[src/hdl/ext_area_pkg.sv]
package ext_area_pkg;
  // ---------------------------------------------------------------
  // register map
  // ---------------------------------------------------------------
  localparam logic [7:0] OFS_COMMON_CTRL = 8'h00;
  localparam logic [7:0] OFS_AREA3_CFG = 8'h04;
  localparam logic [7:0] OFS_AREA4_CFG = 8'h08;
  localparam logic [7:0] OFS_AREA5_CFG = 8'h0c;
  localparam logic [7:0] OFS_AREA6_CFG = 8'h10;
  localparam logic [7:0] OFS_DECODE_STAT = 8'h14;
  // ---------------------------------------------------------------
  // common control fields
  // ---------------------------------------------------------------
  localparam int BIT_MAP = 12;
  localparam int BIT_ENDIAN = 3;
  localparam int BIT_RSV_ONE_HI = 4;
  localparam int BIT_RSV_ONE_LO = 2;
  localparam int BIT_HIZ_MEM = 1;
  localparam int BIT_HIZ_CNT = 0;
  localparam logic RST_MAP = 1'b0;
  localparam logic RST_HIZ = 1'b0;
  // ---------------------------------------------------------------
  // per-area config fields: [1:0] width, [3:2] memory type
  // ---------------------------------------------------------------
  localparam int CFG_WIDTH_LSB = 0;
  localparam int CFG_TYPE_LSB = 2;
  localparam logic [3:0] RST_AREA_CFG = 4'h0;
  // width codes
  localparam logic [1:0] WIDTH_8 = 2'h1;
  localparam logic [1:0] WIDTH_16 = 2'h2;
  // ---------------------------------------------------------------
  // address decode
  // ---------------------------------------------------------------
  localparam int AREA_MSB = 28;
  localparam int AREA_LSB = 25;
  localparam logic [2:0] REGION_INTERNAL_IO = 3'h7;
  // area codes (binary; chip select index is code minus one)
  typedef enum logic [2:0] {
    AREA_NONE, AREA_0, AREA_3, AREA_4, AREA_5, AREA_6
  } area_t;
  localparam int NUM_CS = 5;
endpackage

[src/hdl/area_decode.sv]
`timescale 1ns/1ps
`default_nettype none
// combinational map from physical address to an area
module area_decode (
  input wire logic [31:0] i_addr,
  input wire logic i_map_sel,
  output ext_area_pkg::area_t o_area
);
  logic [3:0] code;
  logic internal;

  // ---------------------------------------------------------------
  // decode
  // ---------------------------------------------------------------
  // top bits only flag internal space, never shadowing
  assign code = i_addr[ext_area_pkg::AREA_MSB:ext_area_pkg::AREA_LSB];
  assign internal = (i_addr[31:29] == ext_area_pkg::REGION_INTERNAL_IO);

  always_comb begin
    o_area = ext_area_pkg::AREA_NONE;
    if (internal) begin
      o_area = ext_area_pkg::AREA_NONE;
    end else if (code[3:1] == 3'h0) begin
      o_area = ext_area_pkg::AREA_0;
    end else if (code[3:1] == 3'h3) begin
      o_area = ext_area_pkg::AREA_3;
    end else if (code[3:1] == 3'h4) begin
      o_area = ext_area_pkg::AREA_4;
    end else if (code[3:1] == 3'h5) begin
      // map 1 keeps only upper half (5B); map 2 uses whole area
      if (i_map_sel || code[0]) begin
        o_area = ext_area_pkg::AREA_5;
      end
    end else if (code[3:1] == 3'h6) begin
      // same split for area 6: lower half reserved unless map bit set
      if (i_map_sel || code[0]) begin
        o_area = ext_area_pkg::AREA_6;
      end
    end
    // codes 1, 2 and 7 fall through: areas 1, 2 and 7 are reserved
  end
endmodule
`default_nettype wire

[src/hdl/external_bus_controller.sv]
`timescale 1ns/1ps
`default_nettype none
module external_bus_controller (
  input wire logic i_ref_clk,
  input wire logic i_rst,
  // cpu access request
  input wire logic i_acc_valid,
  input wire logic [31:0] i_acc_addr,
  // strap pins
  input wire logic i_area0_width_strap,
  input wire logic i_endian_strap,
  // register port
  input wire logic [7:0] i_reg_addr,
  input wire logic [31:0] i_reg_wdata,
  input wire logic i_reg_wr,
  input wire logic i_reg_rd,
  output logic [31:0] o_reg_rdata,
  // chip selects, active low
  output logic o_area0_chip_select_n,
  output logic o_area3_chip_select_n,
  output logic o_area4_chip_select_n,
  output logic o_area5_chip_select_n,
  output logic o_area6_chip_select_n,
  // per access attributes (width, type) and static mode outputs
  output logic [1:0] o_bus_width,
  output logic [1:0] o_mem_type,
  output logic o_little_endian,
  output logic o_map_sel,
  output logic o_hiz_mem,
  output logic o_hiz_cnt
);
  // ---------------------------------------------------------------
  // strap synchronisers and power-on capture
  // ---------------------------------------------------------------
  logic [1:0] width_sync_r;
  logic [1:0] endian_sync_r;
  logic strap_taken_r;
  logic [1:0] fill_r;
  logic area0_is_8bit_r;
  logic little_endian_r;

  // two flops each, strap pins are asynchronous
  always_ff @(posedge i_ref_clk or posedge i_rst) begin
    if (i_rst) begin
      width_sync_r <= 2'h0;
      endian_sync_r <= 2'h0;
    end else begin
      width_sync_r <= {width_sync_r[0], i_area0_width_strap};
      endian_sync_r <= {endian_sync_r[0], i_endian_strap};
    end
  end

  // marks when the pin level has crossed both sync flops; comparing
  // the two sync flops instead would accept the reset zeros as a level
  always_ff @(posedge i_ref_clk or posedge i_rst) begin
    if (i_rst) begin
      fill_r <= 2'h0;
    end else begin
      fill_r <= {fill_r[0], 1'b1};
    end
  end

  // catch straps once after release; later pin changes are ignored
  always_ff @(posedge i_ref_clk or posedge i_rst) begin
    if (i_rst) begin
      strap_taken_r <= 1'b0;
      area0_is_8bit_r <= 1'b0;
      little_endian_r <= 1'b0;
    end else if (!strap_taken_r && fill_r[1]) begin
      // third edge after release: second flop holds the real pin level
      strap_taken_r <= 1'b1;
      area0_is_8bit_r <= width_sync_r[1];
      little_endian_r <= endian_sync_r[1];
    end
  end

  // ---------------------------------------------------------------
  // software registers
  // ---------------------------------------------------------------
  logic map_r;
  logic hiz_mem_r;
  logic hiz_cnt_r;
  logic [3:0] area_cfg_r [2:5];

  // common control register
  always_ff @(posedge i_ref_clk or posedge i_rst) begin
    if (i_rst) begin
      map_r <= ext_area_pkg::RST_MAP;
      hiz_mem_r <= ext_area_pkg::RST_HIZ;
      hiz_cnt_r <= ext_area_pkg::RST_HIZ;
    end else if (i_reg_wr && i_reg_addr == ext_area_pkg::OFS_COMMON_CTRL) begin
      map_r <= i_reg_wdata[ext_area_pkg::BIT_MAP];
      hiz_mem_r <= i_reg_wdata[ext_area_pkg::BIT_HIZ_MEM];
      hiz_cnt_r <= i_reg_wdata[ext_area_pkg::BIT_HIZ_CNT];
    end
  end

  // per-area config words; index 2..5 = areas 3, 4, 5(B), 6(B)
  genvar g;
  generate
    for (g = 2; g <= 5; g++) begin : g_cfg
      localparam logic [7:0] OFS = ext_area_pkg::OFS_AREA3_CFG +
                                   8'((g - 2) * 4);
      always_ff @(posedge i_ref_clk or posedge i_rst) begin
        if (i_rst) begin
          area_cfg_r[g] <= ext_area_pkg::RST_AREA_CFG;
        end else if (i_reg_wr && i_reg_addr == OFS) begin
          area_cfg_r[g] <= i_reg_wdata[3:0];
        end
      end
    end
  endgenerate

  // ---------------------------------------------------------------
  // address decode
  // ---------------------------------------------------------------
  ext_area_pkg::area_t area;
  ext_area_pkg::area_t area_fix;
  logic [31:0] probe_addr;
  logic [ext_area_pkg::NUM_CS-1:0] sel_nxt;

  assign probe_addr = i_acc_addr;

  area_decode u_dec (
    .i_addr(probe_addr),
    .i_map_sel(map_r),
    .o_area(area)
  );

  // the decoder folds shadows, the map bit and reserved holes itself
  assign area_fix = area;

  // one select request per usable area, in enum order 0, 3, 4, 5, 6;
  // a reserved or internal access leaves every bit low
  genvar k;
  generate
    for (k = 0; k < ext_area_pkg::NUM_CS; k++) begin : g_sel
      // usable areas sit at enum codes 1 to 5, code 0 is no area
      assign sel_nxt[k] = i_acc_valid &&
        (area_fix == ext_area_pkg::area_t'(k + 1));
    end
  endgenerate

  // ---------------------------------------------------------------
  // registered access outputs
  // ---------------------------------------------------------------
  logic [1:0] width_nxt;
  logic [1:0] type_nxt;

  // area 5/6 use the 5B/6B settings in both maps
  always_comb begin
    width_nxt = 2'h0;
    type_nxt = 2'h0;
    case (area_fix)
      ext_area_pkg::AREA_0: begin
        width_nxt = area0_is_8bit_r ? ext_area_pkg::WIDTH_8 :
                    ext_area_pkg::WIDTH_16;
      end
      ext_area_pkg::AREA_3: begin
        width_nxt = area_cfg_r[2][1:0];
        type_nxt = area_cfg_r[2][3:2];
      end
      ext_area_pkg::AREA_4: begin
        width_nxt = area_cfg_r[3][1:0];
        type_nxt = area_cfg_r[3][3:2];
      end
      ext_area_pkg::AREA_5: begin
        width_nxt = area_cfg_r[4][1:0];
        type_nxt = area_cfg_r[4][3:2];
      end
      ext_area_pkg::AREA_6: begin
        width_nxt = area_cfg_r[5][1:0];
        type_nxt = area_cfg_r[5][3:2];
      end
      default: begin
        width_nxt = 2'h0;
        type_nxt = 2'h0;
      end
    endcase
  end

  // chip selects and attributes one cycle after the request
  always_ff @(posedge i_ref_clk or posedge i_rst) begin
    if (i_rst) begin
      o_area0_chip_select_n <= 1'b1;
      o_area3_chip_select_n <= 1'b1;
      o_area4_chip_select_n <= 1'b1;
      o_area5_chip_select_n <= 1'b1;
      o_area6_chip_select_n <= 1'b1;
      o_bus_width <= 2'h0;
      o_mem_type <= 2'h0;
    end else begin
      o_area0_chip_select_n <= !sel_nxt[0];
      o_area3_chip_select_n <= !sel_nxt[1];
      o_area4_chip_select_n <= !sel_nxt[2];
      o_area5_chip_select_n <= !sel_nxt[3];
      o_area6_chip_select_n <= !sel_nxt[4];
      o_bus_width <= i_acc_valid ? width_nxt : 2'h0;
      o_mem_type <= i_acc_valid ? type_nxt : 2'h0;
    end
  end

  // static mode outputs
  always_ff @(posedge i_ref_clk or posedge i_rst) begin
    if (i_rst) begin
      o_little_endian <= 1'b0;
      o_map_sel <= 1'b0;
      o_hiz_mem <= 1'b0;
      o_hiz_cnt <= 1'b0;
    end else begin
      o_little_endian <= little_endian_r;
      o_map_sel <= map_r;
      o_hiz_mem <= hiz_mem_r;
      o_hiz_cnt <= hiz_cnt_r;
    end
  end

  // ---------------------------------------------------------------
  // read port
  // ---------------------------------------------------------------
  logic [31:0] rdata_nxt;

  // reserved bits read 0 except the two fixed ones
  always_comb begin
    rdata_nxt = 32'h0000_0000;
    if (i_reg_addr == ext_area_pkg::OFS_COMMON_CTRL) begin
      rdata_nxt[ext_area_pkg::BIT_MAP] = map_r;
      rdata_nxt[ext_area_pkg::BIT_RSV_ONE_HI] = 1'b1;
      rdata_nxt[ext_area_pkg::BIT_ENDIAN] = little_endian_r;
      rdata_nxt[ext_area_pkg::BIT_RSV_ONE_LO] = 1'b1;
      rdata_nxt[ext_area_pkg::BIT_HIZ_MEM] = hiz_mem_r;
      rdata_nxt[ext_area_pkg::BIT_HIZ_CNT] = hiz_cnt_r;
    end else if (i_reg_addr == ext_area_pkg::OFS_AREA3_CFG) begin
      rdata_nxt[3:0] = area_cfg_r[2];
    end else if (i_reg_addr == ext_area_pkg::OFS_AREA4_CFG) begin
      rdata_nxt[3:0] = area_cfg_r[3];
    end else if (i_reg_addr == ext_area_pkg::OFS_AREA5_CFG) begin
      rdata_nxt[3:0] = area_cfg_r[4];
    end else if (i_reg_addr == ext_area_pkg::OFS_AREA6_CFG) begin
      rdata_nxt[3:0] = area_cfg_r[5];
    end else if (i_reg_addr == ext_area_pkg::OFS_DECODE_STAT) begin
      // live decode of current request, plus strap state
      rdata_nxt[2:0] = area_fix;
      rdata_nxt[8] = area0_is_8bit_r;
      rdata_nxt[9] = strap_taken_r;
    end
  end

  // data valid only the cycle after the strobe; otherwise zero
  always_ff @(posedge i_ref_clk or posedge i_rst) begin
    if (i_rst) begin
      o_reg_rdata <= 32'h0000_0000;
    end else begin
      o_reg_rdata <= i_reg_rd ? rdata_nxt : 32'h0000_0000;
    end
  end
endmodule
`default_nettype wire

[config.mk]
export PLATFORM = sky130hd
export DESIGN_NAME = external_bus_controller
export DESIGN_NICKNAME = d
export VERILOG_FILES = /design/src/hdl/ext_area_pkg.sv /design/src/hdl/area_decode.sv /design/src/hdl/external_bus_controller.sv
export SDC_FILE = /design/constraint.sdc
export NUM_CORES = 1
export LEC_CHECK = 0
export ABC_AREA = 1
export BUFFER_PORTS_ARGS = -buffer_cell sky130_fd_sc_hd__buf_2
export CAP_MARGIN = 20
export CORE_MARGIN = 2
export CORE_UTILIZATION = 28
export DETAILED_ROUTE_END_ITERATION = 7
export PLACE_DENSITY = 0.6
export SLEW_MARGIN = 0
export SYNTH_ARGS = -nofsm -noshare
export SYNTH_HDL_FRONTEND = slang
export SYNTH_SLANG_ARGS = --single-unit
[constraint.sdc]
create_clock -name i_ref_clk -period 1.2 [get_ports i_ref_clk]
set_input_delay 0.18 -clock i_ref_clk [delete_from_list [all_inputs] [get_ports i_ref_clk]]
set_output_delay 0.18 -clock i_ref_clk [all_outputs]
set_load 0.01 [all_outputs]
==> impl_metrics.toml, run 1 <==
[critical_path]
start_kind = "flip-flop"
cp_slowest_stage_delay_ns = 0.41
reg2regPathDepth = 9
worstPathRequired_ns = 1.43
r2r-end = "o_bus_width[0]"
cp_slowest_cell = "dfrtp_1"
crit_cells = 9
critPathArrivalTime_ns = 1.47
crit_path_cell_trace = "o21ai_2 -> nand2_1 -> nand2_1 -> nand2_1 -> inv_2 -> nand2_1 -> nand2_1 -> nor2_1 -> nor2_1"
crit_family = "simple AND/OR/NAND/NOR gates"
r2r-start = "map_r"
worst-path-buf-inv = 1
rrSetupSlack_ns = -0.04
worst-path-max-fanout = 5
setup.worst_path.class = "reg2reg"
crit_top_cell = "nand2_1"
cp-end-kind = "flip-flop"

[layout]
fin_nets = 430
final_common_cell = "nand2_1"
syn_to_final_growth_pct = 25.08
final_cell_area_sq_um = 2964
drive_above_1_share_pct = 31.25
antenna_cells_inserted = 0
mostFrequentLayoutCells = "72 x nand2_1, 47 x buf_2, 44 x dfrtp_1"
num-fill-cells = 857

[floorplanning]
initial_core_util_pct = 28.84
dieArea_sq_um = 9215
core-area_sq_um = 8217
die_x_um = 96.00
fp.dieH_um = 96.00
rows = 33
io-pin-count = 124

[global_routing]
grt_pass1_vias = 1791
gr-total-overflow = 0
antenna_found_initial = 0
grt_max_degree = 34
grt_pass1_wl_um = 8424
grt_util_all_layers_pct = 12.14

[routing]
wl_per_cell_um = 11.83
drt-initial-drc-count = 129
drc = 0
firstDrtPassIters = 4
routed-via-count = 1903
ant_nets = 0
viasPerCell = 4.164
wl_um = 5405

[clocking]
clockRootBuffer = "clkbuf_8"
clock_sinks = 49
htreeDepth = 2
cts_tree = "built"
clk_pin_slew_ns = 0.09
cts_inserted_buffers = 5
cts_max_path_buffers = 2
worstSkewPairLatency_ns = 0.30

[placed_design]
dp_hpwl_um = 4256
io_buffers = 47
place_ws_ns = -0.1738
placed_area_sq_um = 2794
place.gp.congestion = 0.9378

[timing]
final_max_slew_viol_count = 0
fmax_mhz = 805.8
clock_skew_ns = 0.004581
whs_ns = 0.08006
setup_viol = 5
period_needed_ns = 1.241
rsz0062_at_grt = "true"
fin_crit_sh_pct = 103.4
setup_tns_ns = -0.1560
hold_violations = 0
setup_slack_ns = -0.04094

[pwr]
power_leakage_nw = 1.571
power_mw = 3.452
peakVddDrop_mv = 0.5888
p_per_area_nw_per_um2 = 1165

[status]
violations = "setup timing"
status = "complete, but fails checks"

[yosys]
ys_types = 25
synth.area.top_cells = "dfrtp_1 46%, nand2_1 11%, buf_4 7.6%"
synth_top_area_share_pct = 46.46
synth-warning-count = 0
synthesis.area_sq_um = 2370
yosys.area.top_type = "dfrtp_1"
synthCells = 276
syn_avg_cell_area_sq_um = 8.586
ys_ff_latch = 49
ys_seq_area_share_pct = 52.01

[worst_hold_path]
hold_end = "o_area0_chip_select_n"
hold_path_class = "in2reg"
holdPathStages = 2
hp-start = "i_acc_valid"

[run]
drv_cap = 0
[how the worst max path moves through the flow]
stage / slack [ns] / startpoint / to
3_5_place_dp: -0.17 / i_reg_addr[7] / area_cfg_r[14]
6_report: -0.04 / map_r / o_bus_width[0]
5_1_grt: -0.16 / map_r / o_bus_width[0]
4_1_cts: -0.04 / map_r / o_bus_width[0]
3_3_place_gp: -0.14 / i_reg_addr[7] / area_cfg_r[13]
2_1_floorplan: 0.05 / map_r / o_bus_width[0]
[cells by family (layout without fill, tap and decap cells)]
| kind of cell | count (synthesis) | count (layout) | synth area share, % |
|---|---|---|---|
| buffers and inverters | 54 | 107 | 12.35 |
| other | 2 | 25 | 0.3169 |
| AND/OR/NAND/NOR | 135 | 135 | 26.82 |
| AO/OA/AOI/OAI | 34 | 34 | 7.550 |
| multiplexers | 2 | 2 | 0.9503 |
| flip-flops | 49 | 49 | 52.01 |
[state kept, by name (all words and copies together) (netlist names), 2 cells and up]
| name | flops |
|---|---|
| fill_r | 2 |
| area_cfg_r | 16 |
| o_bus_width | 2 |
| width_sync_r | 2 |
| o_mem_type | 2 |
| o_reg_rdata | 8 |
| endian_sync_r | 2 |
[synth_stat cells]
cell,n
inv_1,25
nor2_2,7
nand2_2,6
o211ai_1,2
conb_1,2
nand3_2,1
nand2_4,1
nor2_1,24
and3_1,1
o21ai_0,9
nor3_4,2
nor4_1,1
buf_4,24
a21oi_2,1
a21oi_1,12
nand2_1,72
dfrtp_1,44
nand3_1,13
nor2_4,4
o21ai_1,10
nand4_1,2
mux2_2,2
inv_2,5
dfstp_2,5
nor3_1,1
[layout make-up]
type / instances / area (sq um) / share of cell area, %
clock buffer: 6 / 82.58 / 2.786
clock inverter: 2 / 37.54 / 1.266
timing repair buffer: 69 / 424.2 / 14.31
sequential: 49 / 1232 / 41.58
multi-input combinational: 196 / 939.7 / 31.70
inverter: 30 / 116.4 / 3.926
tap: 105 / 131.4 / 4.432
[metal layers]
layer	GRT usage [%]	part of all wire (%)	up-vias
met3	2.741	6.7	14
li1	-	-	965
met5	0	0	-
met4	5.595	2.4	0
met1	14.95	44	859
met2	20.14	46	65
[power by group]
part	switching (mW)	internal (mW)	leakage [nW]	total [mW]
clock network	0.539	0.677	0.0574	1.22
registers	0.0663	1.75	0.633	1.82
logic	0.259	0.158	0.881	0.417
[what timing repair did]
item / in CTS / in global routing
hold buffers: 3 / 0
gates resized for setup: 2 / 1
endpoints found under the hold margin: 13 / 0
buffers inserted: 0 / 1
setup endpoints to repair: 8 / 6
[stage by stage]
stage          std cells  util, %
2_1_floorplan        299        -
3_3_place_gp         445    34.00
3_5_place_dp         445    34.00
4_1_cts              456    35.94
5_1_grt              457    36.07
6_report             457    36.07
Note: power is estimated with default switching activity, not from simulation.
==> run 2: changes to the inputs <==
--- a/config.mk
+++ b/config.mk
@@ -12,6 +12,7 @@
 export CORE_UTILIZATION = 28
 export DETAILED_ROUTE_END_ITERATION = 7
 export PLACE_DENSITY = 0.6
+export SKIP_CTS_REPAIR_TIMING = 1
 export SLEW_MARGIN = 0
 export SYNTH_ARGS = -nofsm -noshare
 export SYNTH_HDL_FRONTEND = slang
==> run 2 against run 1 <==
  * The flow still finishes with violations (setup timing)
  * Worst hold slack worse by 0.0020 ns
  * Combinational power is essentially flat
  * Register-to-register slack is essentially flat
  * Global-route usage is essentially flat
  * Critical path depth stayed put
  * Non-clock buffer count unchanged
  * Clock skew is essentially flat
  * Total power is essentially flat
  * Clock power hardly changed
  * Critical endpoint unchanged
==> impl_metrics.toml, run 2 (synthesized netlist as in run 1, its figures left out) <==
[timing]
fmax_mhz = 807.9
setup_slack_ns = -0.03775
setup_tns_ns = -0.1327
period_needed_ns = 1.238
final_max_slew_viol_count = 0
setup_viol = 5
hold_violations = 0
fin_crit_sh_pct = 103.1
clock_skew_ns = 0.004556
rsz0062_at_grt = "true"

[floorplanning]
io-pin-count = 124
initial_core_util_pct = 28.84
dieArea_sq_um = 9215
die_x_um = 96.00
core-area_sq_um = 8217
fp.dieH_um = 96.00
rows = 33

[layout]
antenna_cells_inserted = 0
largest_reg_flops = 16
top_regs = "area_cfg_r (16), o_reg_rdata (8)"
syn_to_final_growth_pct = 25.08
mostFrequentLayoutCells = "72 x nand2_1, 47 x buf_2, 44 x dfrtp_1"
final_util_pct = 36.07
drive_above_1_share_pct = 31.25
final_common_cell = "nand2_1"
top_register = "area_cfg_r"
fin_nets = 430

[global_routing]
grt_busiest_layer = "met2"
grtUsageMet2_pct = 20.14
gr-total-overflow = 0
grt_pass1_vias = 1785
grtUsageMet1_pct = 14.80
antenna_found_initial = 0
grt_max_degree = 34
grt_pass1_wl_um = 8383
grt_util_all_layers_pct = 12.09
grt_util_met3_pct = 2.741

[pwr]
peakVddDrop_mv = 0.5849
p_per_area_nw_per_um2 = 1165
power_leakage_nw = 1.571

[clocking]
worstSkewPairLatency_ns = 0.30
clk_pin_slew_ns = 0.09
clock_sinks = 49
clockRootBuffer = "clkbuf_8"
htreeDepth = 2
cts_tree = "built"
cts_max_path_buffers = 2
cts_inserted_buffers = 5

[placed_design]
dp_hpwl_um = 4256
place.gp.congestion = 0.9378
io_buffers = 47

[critical_path]
start_kind = "flip-flop"
cp_slowest_cell = "dfrtp_1"
setup.worst_path.class = "reg2reg"
worst-path-max-fanout = 5
worstPathRequired_ns = 1.44
cp_slowest_stage_delay_ns = 0.41
crit_path_cell_trace = "o21ai_2 -> nand2_1 -> nand2_1 -> nand2_1 -> inv_2 -> nand2_1 -> nand2_1 -> nor2_1 -> nor2_1"
crit_top_cell = "nand2_1"
cp-end-kind = "flip-flop"
critPathArrivalTime_ns = 1.47

[routing]
drt-initial-drc-count = 114
wl_per_cell_um = 11.79
wl_um = 5390
firstDrtPassIters = 4
routed-via-count = 1912
viasPerCell = 4.184
drc = 0
ant_nets = 0

[run]
drv_cap = 0

[status]
status = "complete, but fails checks"
violations = "setup timing"

[worst_hold_path]
hold_path_class = "in2reg"
run 2: critical path, delay by kind of cell (launching register included):
kind	cells	cell delay [ns]
compound gates	1	0.19
buf+inv	1	0.11
flops	1	0.41
simple gates	7	0.47
run 2: routing by layer:
| metal | wire [um] | up-vias |
|---|---|---|
| li1 | - | 968 |
| met1 | 2405 | 878 |
| met2 | 2527 | 57 |
| met3 | 350 | 9 |
| met4 | 107 | 0 |
| met5 | 0 | - |
run 2: metrics by stage:
stage	hold slack, ns	cell area, sq um	setup WS, ns	cells	total power, mW
2_1_floorplan	0.2114	2460	0.04630	299	2.125
3_3_place_gp	0.1921	2794	-0.1431	445	2.246
3_5_place_dp	0.1967	2794	-0.1738	445	2.256
4_1_cts	-0.1347	2914	-0.1926	453	3.481
5_1_grt	0.08511	2964	-0.1628	457	3.620
6_report	0.07810	2964	-0.03775	457	3.452
run 2: worst paths after layout:
path / cells past startpoint / from / to / slack, ns
worst max-delay path: 9 / map_r / o_bus_width[0] / -0.04
worst min-delay path: 2 / i_acc_valid / o_area0_chip_select_n / 0.08
worst max register to register: 9 / map_r / o_bus_width[0] / -0.04
worst min register to register: 0 / width_sync_r[0] / width_sync_r[1] / 0.35
max in group asynchronous: 4 / i_rst / area_cfg_r[6] / 0.33
min in group asynchronous: 3 / i_rst / strap_taken_r / 0.40
run 2: cell type report:
class,count,area [sq um]
inverter,30,116.4
multi-input combinational,196,939.7
timing repair buffer,69,424.2
tap,105,131.4
clock buffer,6,82.58
clock inverter,2,37.54
fill,857,5253
sequential,49,1232
run 2: power breakdown:
group	total (mW)	internal, mW	switching, mW	leakage, nW
Sequential	1.82	1.75	0.0658	0.633
Combinational	0.416	0.158	0.258	0.881
Clock	1.22	0.677	0.540	0.0574
==> run 3: changes to the inputs <==
--- a/config.mk
+++ b/config.mk
@@ -12,8 +12,10 @@
 export CORE_UTILIZATION = 28
 export DETAILED_ROUTE_END_ITERATION = 7
 export PLACE_DENSITY = 0.6
+export REMOVE_ABC_BUFFERS = 1
 export SKIP_CTS_REPAIR_TIMING = 1
 export SLEW_MARGIN = 0
 export SYNTH_ARGS = -nofsm -noshare
 export SYNTH_HDL_FRONTEND = slang
 export SYNTH_SLANG_ARGS = --single-unit
+export TNS_END_PERCENT = 50
==> run 3 against run 2 <==
  * The run still ends with setup timing left
  * Flip-flop and latch count did not move
  * Sequential power barely moved
  * Utilization fell by 0.32 points
  * Maximum frequency fell by 6.2%
  * Via count fell by 1.6%
  * Combinational power barely moved
  * Total power fell by 7.2%
  * Critical path depth fell by 2
  * Worst setup slack got worse by 0.082 ns
  * Cell count rose by 0.22%
==> impl_metrics.toml, run 3 (synthesized netlist as in run 1, its figures left out) <==
[status]
status = "complete, but fails checks"
violations = "setup timing"

[floorplanning]
rows = 33
dieArea_sq_um = 9215
die_x_um = 96.00
initial_core_util_pct = 28.84
core-area_sq_um = 8217
io-pin-count = 124
fp.dieH_um = 96.00

[critical_path]
start_kind = "flip-flop"
cp-end-kind = "flip-flop"
critPathArrivalTime_ns = 1.51
worstPathRequired_ns = 1.39
setup.worst_path.class = "reg2reg"
worst-path-max-fanout = 3
reg2regPathDepth = 7

[pwr]
p_per_area_nw_per_um2 = 1090
power_leakage_nw = 1.568
peakVddDrop_mv = 0.4583
combinationalPowerShare_pct = 13.0
power_mw = 3.202
p_switching_mw = 0.8723
sw_frac_of_total_pct = 27.24
intPower_mw = 2.330
seqPwrFrac_pct = 56.9
p_clk_share_pct = 30.1

[timing]
whs_ns = 0.07718
setup_slack_ns = -0.1198
period_needed_ns = 1.320
fin_crit_sh_pct = 110.0
final_max_slew_viol_count = 0
hold_violations = 0
fmax_mhz = 757.7
clock_skew_ns = 0.006246
rsz0062_at_grt = "true"
setup_tns_ns = -0.3555
setup_viol = 5

[placed_design]
post-place-cells = 446
place_ws_ns = -0.1247
io_buffers = 47
place.gp.congestion = 0.8191
dp_hpwl_um = 4239
placed_area_sq_um = 2798

[clocking]
clockRootBuffer = "clkbuf_8"
htreeDepth = 2
cts_inserted_buffers = 5
clock_sinks = 49
cts_tree = "built"
clk_pin_slew_ns = 0.09
worstSkewPairLatency_ns = 0.30
cts_max_path_buffers = 2

[layout]
syn_to_final_growth_pct = 23.97
top_register = "area_cfg_r"
largest_reg_flops = 16
antenna_cells_inserted = 0
top_regs = "area_cfg_r (16), o_reg_rdata (8)"
mostFrequentLayoutCells = "70 x nand2_1, 47 x buf_2, 44 x dfrtp_1"
final_util_pct = 35.75
drive_above_1_share_pct = 32.01
final_common_cell = "nand2_1"
fin_nets = 431
final_cell_area_sq_um = 2938
final_cells = 458

[worst_hold_path]
holdPathStages = 2
hold_path_class = "in2reg"

[global_routing]
grt_max_degree = 36
gr-total-overflow = 0
grt_pass1_vias = 1792
antenna_found_initial = 0
grt_util_all_layers_pct = 12.08
grt_pass1_wl_um = 8259

[routing]
ant_nets = 0
wl_um = 5162
firstDrtPassIters = 4
drt-initial-drc-count = 107
viasPerCell = 4.107
routed-via-count = 1881
wl_per_cell_um = 11.27
drc = 0

[run]
drv_cap = 0
run 3: cell count changes in the layout (fill, tap and decap cells not counted), moves of 2 or more:
cell	change
buf_4	+2
clkinvlp_4	-2
nand2_1	-2
nand2_2	+2
run 3: area by class of cell:
class,instances,area (sq um)
clock buffers,6,72.57
multi-input cells,196,947.2
inverters,30,112.6
clock inverters,2,13.76
well taps,105,131.4
fillers,858,5279
flip-flops and latches,49,1232
repair buffers,70,427.9
run 3: power groups by stage:
stage	registers [mW]	clock network [mW]	logic, mW
after floorplan	1.84	0	0.222
after global placement	1.85	0	0.395
after detailed placement	1.85	0	0.404
after CTS	1.82	0.987	0.405
after global routing	1.83	1.06	0.472
final	1.82	0.965	0.416
run 3: per-layer routing:
layer	track usage [%]	vias to the layer above	wire length [um]
met5	0	-	0
met4	4.643	0	87
met3	3.915	10	354
met2	19.85	63	2391
met1	14.69	842	2329
li1	-	966	-
run 3: worst max-delay path, cell delays in order (launching register included):
cell and delay, ns:
dfrtp_1 0.41, o21ai_2 0.22, nand2_1 0.10, buf_4 0.14, nand3_1 0.09, nand3_1 0.10, nand2_1 0.09, a21oi_1 0.07
run 3: path summary, 6_finish.rpt:
kind                             start                     to  slack, ns
max                              map_r         o_reg_rdata[0]      -0.12
min                        i_acc_valid  o_area4_chip_select_n       0.08
max reg2reg                      map_r         o_reg_rdata[0]      -0.12
min reg2reg                  fill_r[0]              fill_r[1]       0.36
max in group asynchronous        i_rst          area_cfg_r[6]       0.37
min in group asynchronous        i_rst         o_bus_width[1]       0.36
